[src/hbp_consts.svh]
// hbp_consts.svh: strap encodings, widths and timing counts for the host bus pin front end.
// assumes it is included by its bare name from the package and the design modules.
`ifndef HBP_CONSTS_SVH
`define HBP_CONSTS_SVH

// ****************************************
// strap encodings
// ****************************************
`define HBP_STYLE_GENERIC 2'h0
`define HBP_STYLE_M68K 2'h1
`define HBP_STYLE_ECLK 2'h2
`define HBP_ADDR_INDIRECT 1'h0
`define HBP_ADDR_DIRECT 1'h1

// ****************************************
// widths and timing
// ****************************************
`define HBP_DATA_W 8
`define HBP_ADDR_W 16
`define HBP_CLK_NS 20
`define HBP_SHIFT_BASE_DIV 4'h2
`define HBP_WAIT_CYCLES 3'h2
`define HBP_RESET_DATA 8'h00

`endif

[src/hbp_pkg.sv]
// hbp_pkg.sv: types shared by the host bus pin front end.
// assumes hbp_consts.svh sits in the same folder.
`include "hbp_consts.svh"
package hbp_pkg;
    typedef enum logic [1:0] {HBP_GENERIC, HBP_M68K, HBP_ECLK} hbp_style_e;
    typedef enum logic [1:0] {HBP_K_NONE, HBP_K_WRITE, HBP_K_READ} hbp_kind_e;
    typedef logic [7:0] hbp_byte_t;
endpackage

[src/hbp_strap_latch.sv]
// hbp_strap_latch.sv: captures the configuration straps once after reset release.
// assumes straps are tied statically on the board.
`timescale 1ns/1ps
`default_nettype none
module hbp_strap_latch (
    input wire logic clk,
    input wire logic rst_n,
    input wire logic [4:0] straps,
    output logic [4:0] latched,
    output logic valid
);
    // ****************************************
    // capture after release, never under reset
    // ****************************************
    logic [4:0] latched_q;
    logic valid_q;
    always_ff @(posedge clk or negedge rst_n) begin
        if (!rst_n) begin
            latched_q <= 5'h00;
            valid_q <= 1'b0;
        end else if (!valid_q) begin
            latched_q <= straps;
            valid_q <= 1'b1;
        end
    end
    assign latched = latched_q;
    assign valid = valid_q;
endmodule
`default_nettype wire

[src/hbp_shift_clk.sv]
// hbp_shift_clk.sv: divides the core clock into the pixel shift clock.
// assumes the period strap is already stable.
`timescale 1ns/1ps
`default_nettype none
`include "hbp_consts.svh"
module hbp_shift_clk (
    input wire logic clk,
    input wire logic rst_n,
    input wire logic en,
    input wire logic [1:0] period_sel,
    output logic shift_clk
);
    // ****************************************
    // half period doubles per strap step
    // ****************************************
    logic [5:0] cnt_q;
    logic shift_q;
    wire [5:0] half_len = 6'({2'h0, `HBP_SHIFT_BASE_DIV} << period_sel);
    always_ff @(posedge clk or negedge rst_n) begin
        if (!rst_n) begin
            cnt_q <= 6'h00;
            shift_q <= 1'b0;
        end else if (!en) begin
            cnt_q <= 6'h00;
            shift_q <= 1'b0;
        end else if (cnt_q >= half_len - 6'h01) begin
            cnt_q <= 6'h00;
            shift_q <= ~shift_q;
        end else begin
            cnt_q <= cnt_q + 6'h01;
        end
    end
    assign shift_clk = shift_q;
endmodule
`default_nettype wire

[src/hbp_host_port.sv]
// hbp_host_port.sv: top of the parallel host port front end.
// assumes host pins are synchronous to MCLK; the core answers reads from RD_DATA.
`timescale 1ns/1ps
`default_nettype none
`include "hbp_consts.svh"
module hbp_host_port (
    input wire logic MCLK,
    input wire logic RESETN,
    input wire logic [1:0] SHIFT_PERIOD_STRAP,
    input wire logic [1:0] BUS_STYLE_STRAP,
    input wire logic ADDRESSING_MODE_STRAP,
    input wire logic CHIP_SELECT_N,
    input wire logic READ_STROBE,
    input wire logic WRITE_CTRL,
    input wire logic [14:0] UPPER_ADDRESS,
    input wire logic LOW_ADDRESS_BIT,
    input wire logic [7:0] DATA_IN,
    output logic [7:0] DATA_OUT,
    output logic DATA_OE,
    output logic WAIT_OUT,
    output logic WAIT_OE,
    input wire hbp_pkg::hbp_byte_t RD_DATA,
    output logic WR_PULSE,
    output logic RD_PULSE,
    output logic [15:0] HOST_ADDR,
    output logic CMD_BYTE,
    output logic [7:0] WR_DATA,
    output logic PIXEL_SHIFT_CLOCK
);
    import hbp_pkg::*;

    // ****************************************
    // strap capture and decode
    // ****************************************
    logic [4:0] straps_l;
    logic cfg_valid;
    hbp_strap_latch u_straps (
        .clk(MCLK),
        .rst_n(RESETN),
        .straps({ADDRESSING_MODE_STRAP, BUS_STYLE_STRAP, SHIFT_PERIOD_STRAP}),
        .latched(straps_l),
        .valid(cfg_valid)
    );
    wire [1:0] shift_period_strap = straps_l[1:0];
    wire direct_mode = (straps_l[4] == `HBP_ADDR_DIRECT);
    hbp_style_e style;
    assign style = (straps_l[3:2] == `HBP_STYLE_M68K) ? HBP_M68K :
                   (straps_l[3:2] == `HBP_STYLE_ECLK) ? HBP_ECLK : HBP_GENERIC;

    // ****************************************
    // access detection per bus style
    // ****************************************
    // the shared strobe means different things per style; decode to one active level
    wire selected = cfg_valid && !CHIP_SELECT_N;
    wire lower_byte_strobe_n = READ_STROBE;
    wire gen_read = !READ_STROBE;
    wire gen_write = !WRITE_CTRL;
    wire eclk_on = READ_STROBE;
    wire m68k_on = !lower_byte_strobe_n;
    wire strobe_on = (style == HBP_ECLK) ? eclk_on :
                     (style == HBP_M68K) ? m68k_on : (gen_read || gen_write);
    wire is_read = (style == HBP_GENERIC) ? gen_read : WRITE_CTRL;
    wire active = selected && strobe_on;
    wire read_active = active && is_read;

    // style tests recur in several decodes; one helper keeps them consistent
    function automatic logic is_generic(input hbp_style_e s);
        return s == HBP_GENERIC;
    endfunction

    // one short register per signal keeps the reset values easy to audit
    logic active_q;
    logic read_q;
    logic gen_wr_q;
    wire gen_style = is_generic(style);
    wire active_d = active;
    wire read_d = read_active;
    wire gen_wr_d = selected && gen_style && gen_write;

    always_ff @(posedge MCLK or negedge RESETN) begin
        if (!RESETN) begin
            active_q <= 1'b0;
        end else begin
            active_q <= active_d;
        end
    end

    always_ff @(posedge MCLK or negedge RESETN) begin
        if (!RESETN) begin
            read_q <= 1'b0;
        end else begin
            read_q <= read_d;
        end
    end

    always_ff @(posedge MCLK or negedge RESETN) begin
        if (!RESETN) begin
            gen_wr_q <= 1'b0;
        end else begin
            gen_wr_q <= gen_wr_d;
        end
    end

    // generic writes complete on the write strobe's rising edge
    wire gen_wr_rise = gen_wr_q && WRITE_CTRL;
    wire access_start = active && !active_q;
    wire other_wr_start = access_start && !is_read && !gen_style;
    wire wr_event = gen_style ? gen_wr_rise : other_wr_start;
    wire rd_event = read_active && !read_q;

    // ****************************************
    // address and byte type
    // ****************************************
    // indirect mode ignores the upper lines, which the board grounds anyway
    wire [14:0] upper_used = direct_mode ? UPPER_ADDRESS : 15'h0000;
    wire [15:0] addr_now = {upper_used, LOW_ADDRESS_BIT};
    wire cmd_now = !direct_mode && LOW_ADDRESS_BIT;

    // ****************************************
    // registered outputs
    // ****************************************
    logic [7:0] data_out_q;
    logic data_oe_q;
    logic wr_pulse_q;
    logic rd_pulse_q;
    logic [15:0] host_addr_q;
    logic cmd_byte_q;
    logic [7:0] wr_data_q;
    logic [7:0] wr_hold_q;

    // the hold register follows the bus while the write strobe is low, so its
    // last sample before the rising edge is the byte that the host meant
    wire hold_load = gen_wr_q && !WRITE_CTRL;
    wire addr_load = wr_event || rd_event;
    // read data is resampled every cycle so a read shows the core's latest byte
    wire [7:0] data_out_d = RD_DATA;
    wire data_oe_d = read_active;
    wire wr_pulse_d = wr_event;
    wire rd_pulse_d = rd_event;
    wire [15:0] host_addr_d = addr_load ? addr_now : host_addr_q;
    wire cmd_byte_d = addr_load ? cmd_now : cmd_byte_q;
    wire [7:0] wr_hold_d = hold_load ? DATA_IN : wr_hold_q;
    wire [7:0] wr_data_sel = gen_style ? wr_hold_q : DATA_IN;
    wire [7:0] wr_data_d = wr_event ? wr_data_sel : wr_data_q;

    always_ff @(posedge MCLK or negedge RESETN) begin
        if (!RESETN) begin
            data_out_q <= `HBP_RESET_DATA;
        end else begin
            data_out_q <= data_out_d;
        end
    end

    always_ff @(posedge MCLK or negedge RESETN) begin
        if (!RESETN) begin
            data_oe_q <= 1'b0;
        end else begin
            data_oe_q <= data_oe_d;
        end
    end

    always_ff @(posedge MCLK or negedge RESETN) begin
        if (!RESETN) begin
            wr_pulse_q <= 1'b0;
        end else begin
            wr_pulse_q <= wr_pulse_d;
        end
    end

    always_ff @(posedge MCLK or negedge RESETN) begin
        if (!RESETN) begin
            rd_pulse_q <= 1'b0;
        end else begin
            rd_pulse_q <= rd_pulse_d;
        end
    end

    always_ff @(posedge MCLK or negedge RESETN) begin
        if (!RESETN) begin
            host_addr_q <= 16'h0000;
        end else begin
            host_addr_q <= host_addr_d;
        end
    end

    always_ff @(posedge MCLK or negedge RESETN) begin
        if (!RESETN) begin
            cmd_byte_q <= 1'b0;
        end else begin
            cmd_byte_q <= cmd_byte_d;
        end
    end

    always_ff @(posedge MCLK or negedge RESETN) begin
        if (!RESETN) begin
            wr_hold_q <= `HBP_RESET_DATA;
        end else begin
            wr_hold_q <= wr_hold_d;
        end
    end

    always_ff @(posedge MCLK or negedge RESETN) begin
        if (!RESETN) begin
            wr_data_q <= `HBP_RESET_DATA;
        end else begin
            wr_data_q <= wr_data_d;
        end
    end

    // ****************************************
    // wait handshake, generic direct only
    // ****************************************
    typedef enum logic [1:0] {W_IDLE, W_HOLD, W_DONE} hbp_wait_e;
    hbp_wait_e wst_q;
    hbp_wait_e wst_d;
    logic [2:0] wcnt_q;

    // wait is only ever driven in generic direct mode; elsewhere the pin stays released
    wire wait_used = direct_mode && gen_style;
    wire hold_done = wcnt_q == `HBP_WAIT_CYCLES;
    always_comb begin
        wst_d = wst_q;
        case (wst_q)
            W_IDLE: begin
                if (wait_used && access_start) begin
                    wst_d = W_HOLD;
                end
            end
            W_HOLD: begin
                if (hold_done) begin
                    wst_d = W_DONE;
                end
            end
            W_DONE: begin
                if (!active) begin
                    wst_d = W_IDLE;
                end
            end
            default: begin
                wst_d = W_IDLE;
            end
        endcase
    end

    // the counter restarts on every entry, so each access gets a full hold
    logic wait_out_q;
    logic wait_oe_q;
    wire [2:0] wcnt_d = (wst_d == W_HOLD) ? wcnt_q + 3'h1 : 3'h0;
    wire wait_out_d = wst_d != W_HOLD;
    wire wait_oe_d = wst_d != W_IDLE;

    always_ff @(posedge MCLK or negedge RESETN) begin
        if (!RESETN) begin
            wst_q <= W_IDLE;
        end else begin
            wst_q <= wst_d;
        end
    end

    always_ff @(posedge MCLK or negedge RESETN) begin
        if (!RESETN) begin
            wcnt_q <= 3'h0;
        end else begin
            wcnt_q <= wcnt_d;
        end
    end

    always_ff @(posedge MCLK or negedge RESETN) begin
        if (!RESETN) begin
            wait_out_q <= 1'b1;
        end else begin
            wait_out_q <= wait_out_d;
        end
    end

    always_ff @(posedge MCLK or negedge RESETN) begin
        if (!RESETN) begin
            wait_oe_q <= 1'b0;
        end else begin
            wait_oe_q <= wait_oe_d;
        end
    end

    // ****************************************
    // pixel shift clock
    // ****************************************
    logic shift_clk;
    hbp_shift_clk u_shift (
        .clk(MCLK),
        .rst_n(RESETN),
        .en(cfg_valid),
        .period_sel(shift_period_strap),
        .shift_clk(shift_clk)
    );

    assign DATA_OUT = data_out_q;
    assign DATA_OE = data_oe_q;
    assign WAIT_OUT = wait_out_q;
    assign WAIT_OE = wait_oe_q;
    assign WR_PULSE = wr_pulse_q;
    assign RD_PULSE = rd_pulse_q;
    assign HOST_ADDR = host_addr_q;
    assign CMD_BYTE = cmd_byte_q;
    assign WR_DATA = wr_data_q;
    assign PIXEL_SHIFT_CLOCK = shift_clk;
endmodule
`default_nettype wire

[config.mk]
export PLATFORM = sky130hd
export DESIGN_NAME = hbp_host_port
export DESIGN_NICKNAME = d
export VERILOG_FILES = /design/src/hbp_pkg.sv /design/src/hbp_strap_latch.sv /design/src/hbp_shift_clk.sv /design/src/hbp_host_port.sv
export VERILOG_INCLUDE_DIRS = /design/src
export SDC_FILE = /design/constraint.sdc
export NUM_CORES = 1
export LEC_CHECK = 0
export ABC_CLOCK_PERIOD_IN_PS = 3350
export BUFFER_PORTS_ARGS = -buffer_cell sky130_fd_sc_hd__buf_2
export CORE_ASPECT_RATIO = 0.7
export CORE_MARGIN = 1.5
export CORE_UTILIZATION = 45
export DETAILED_ROUTE_END_ITERATION = 7
export HOLD_SLACK_MARGIN = 0.15
export PLACE_DENSITY = 0.71
export SLEW_MARGIN = 20
export SYNTH_ARGS = -nofsm -noshare
export SYNTH_HDL_FRONTEND = slang
export SYNTH_SLANG_ARGS = --single-unit
[constraint.sdc]
create_clock -name MCLK -period 3.35 [get_ports MCLK]
set_input_delay 0.8375 -clock MCLK [delete_from_list [all_inputs] [get_ports MCLK]]
set_output_delay 0.8375 -clock MCLK [all_outputs]
set_load 0.03 [all_outputs]
==> metrics.md <==
| Metric | Value |
|---|---|
| Met1 wire length | 2.42 mm |
| Synth warn | 0 |
| DR WL met3 | 464 um |
| Final setup TNS | 0 ns |
| Metal2 WL | 2.19 mm |
| Final Critical Period | between 2 and 3 ns |
| Row count | 23 |
| FF+latch count, synth | 66 |
| Cts repair resizes | 0 |
| Crit Path Class | flip-flop to flip-flop |
| Skew-Pair Late Insertion Delay | 0.35 ns |
| Vias in the first global route | ~1.9k |
| Max Slew Vio Count | 0 |
| Commonest non-fill, non-tap cell in the layout | buf_2 |
| Post-synthesis cell count | roughly 220 |
| Synth Cell Area | between 0.002 and 0.003 sq mm |
| Peak supply drop | about 480 uV |
| IO buf count | 80 |
| CTS Sinks | 66 |
| CTS Hold Bufs | 0 |
| CP Launch Type | flip-flop |
| Crit end category | flip-flop |
| Crit-path cells | inv_1, ha_1, nand3_1, a221oi_4, buf_4, mux2_4 |
| Required time worst endpoint | 3.58 ns |
| Placed instance area | 0.00328 sq mm |
| Psw | 931 uW |
| Starting DRT DRC Count | 79 |
| Chip height | 69.3 um |
| DR WL/cell | 13.2 um |
| Clock power frac | about 28% |
| Min-delay src | wcnt_q[0] |
| Skew final | 0.00997 ns |
| Final Util | 59.5% |
| Part of the cycle the worst path needs | 74.8% |
| Top cell type by total area after synthesis | dfrtp_1 |
| GRT Resource Usage Total | between 10% and 20% |
| Setup violations, final | 0 |
| RSZ-0062 raised after global routing | false |
| PnR worst setup slack | between 0.8 and 0.9 ns |
| Fmax | 0.399 GHz |
| Cell family with most CP delay | adder cells |
| Reg clk slew, reported paths | approximately 0.070 ns |
| Power, Total | approximately 2700 uW |
| Worst rel slew slack | 46.3% |
| Placer Congestion | 0.799 |
| Setup WS pre-CTS | 0.844 ns |
| FF-to-FF Start | u_straps.latched[2] |
| Syn Nets | roughly 270 |
| Pwr per Cell Area | 763 mW/mm^2 |
| Synth unique cells | 34 |
| Crit path arrival time | 2.73 ns |
| Layout cells sized above 1 | a little under half |
| DRC viols | 0 |
| ANT nets after route | 0 |
| Clock Tree Buf Depth | 2 |
| Avg Cell Area, Syn | 12.9 sq um |
| Root buf cell | clkbuf_8 |
| Hold Path Class | flip-flop to flip-flop |
| Ports | 81 |
| Sequential area share after synthesis | 58.5% |
| First-pass GRT wire length | 8.76 mm |
| Most frequent cells in the layout | buf_2, dfrtp_1, mux2_2 |
| Area added between synthesis and finish | 24.3% |
| Final hold vios | 0 |
| Sum of buffers and inverters on the critical path | 2 |
| Sw Share | 34.8% |
| Top cells by area, synth | dfrtp_1, mux2_2, mux2i_1 |
| Inserted Diodes | 0 |
| Setup repair bufs after CTS | 0 |
| Pin count of the biggest net entering global routing | 67 |
| TritonCTS Buffers | 9 |
| DR top layer | met4 |
| Post-DP HPWL | 3.55 mm |
| Combinational Power Share | 30.4% |
| Avg Vias per Cell | around 4.8 |
| Status | finished, final reports clean |
| Die W | 97.7 um |
| Core ar. | slightly below 0.006 sq mm |
| Slowest cell delay on critical path | 0.67 ns |
| Worst path slowest cell | ha_1 |
| H-tree depth | 3 |
| First-pass DRT Iterations | 4 |
| Crit path launch | u_straps.latched[2] |
| Starting Density | 47.9% |
| Max Cap Viol | 0 |
| Worst Tran Pin Value | between 0.8 and 0.9 ns |
| Leakage power | ~0.0018 uW |
| Overflow after GRT | 0 |
| Post-layout net count | 354 |
| Total number of vias | between 1.5k and 2k |
| Internal | ~1700 uW |
| Top-area cell type share of the netlist area | 57.6% |
| Post-Layout Inst Area | 0.00351 sq mm |
| DRT Wirelength | 5.09 mm |
| Clock tree from TritonCTS | built |
| Initial antenna violation count | 0 |
| Reg power frac | 41.6% |
| Die Area | 0.00677 sq mm |
| Worst-path maximum fanout | 17 |
-- per-stage QoR --
stage | hold WS (ns) | cells
after CTS | 0.493 | 384
after global placement | 0.453 | 368
after global routing | 0.499 | 384
final | 0.483 | 384
after detailed placement | 0.483 | 368
after floorplan | 0.430 | 219
-- cells in the mapped netlist (all sizes together) --
library cell,instances
o41a,1
clkbuf,4
and3b,1
nor3,1
xnor2,2
dfstp,1
o32a,1
nor2b,3
mux2,32
nand2,17
nand2b,3
nand4bb,1
or2b,2
and2b,1
nand3,3
nor2,14
dfrtp,65
conb,2
xor2,2
ha,8
o32ai,1
or4b,1
o211ai,1
mux2i,17
o31ai,1
a221oi,1
inv,25
buf,4
o21ai,1
a21oi,3
-- sequential cells by signal (all words and copies together) (netlist names), 2 cells and up --
| signal | flops |
|---|---|
| HOST_ADDR | 16 |
| DATA_OUT | 8 |
| WR_DATA | 8 |
| wr_hold_q | 8 |
| u_shift.cnt_q | 6 |
| u_straps.latched | 5 |
| wcnt_q | 3 |
| wst_q | 2 |
-- path summary, 6_finish.rpt --
| kind | end | slack (ns) | cells after the start |
|---|---|---|---|
| max in group asynchronous | wr_hold_q[5] | 2.16 | 2 |
| worst min-delay path | wcnt_q[0] | 0.48 | 1 |
| worst max-delay path | CMD_BYTE | 0.85 | 6 |
| worst min register to register | wcnt_q[0] | 0.48 | 1 |
| min in group asynchronous | HOST_ADDR[15] | 0.66 | 2 |
| worst max register to register | CMD_BYTE | 0.85 | 6 |
-- layer usage --
layer  vias up  global-route usage [%]
li1        886                       -
met1       858                    21.2
met2        77                    25.6
met3         3                    9.17
met4         0                    2.86
met5         -                       0
-- cell type report --
type	instances	area, sq um
fill	521	2390
sequential	66	1650
multi-input combinational	120	1030
timing repair buffer	82	415
clock buffer	10	138
inverter	25	93.8
tap	75	93.8
clock inverter	6	90.1
-- kinds of logic after synthesis --
family          share of synthesized area (%)
fa+ha+maj                                3.54
simple gates                             8.29
buf+inv                                  5.14
mux                                      19.1
flops                                    58.5
other cells                             0.266
xor+xnor                                 1.24
compound gates                           3.94
-- power by group through the flow --
stage	logic, uW	clock network (uW)	registers, uW
after floorplan	301	0	1400
after global placement	809	0	1120
after detailed placement	824	0	1130
after CTS	827	770	1120
after global routing	881	806	1140
final	814	748	1110
Power figures use the tool's default switching activity.
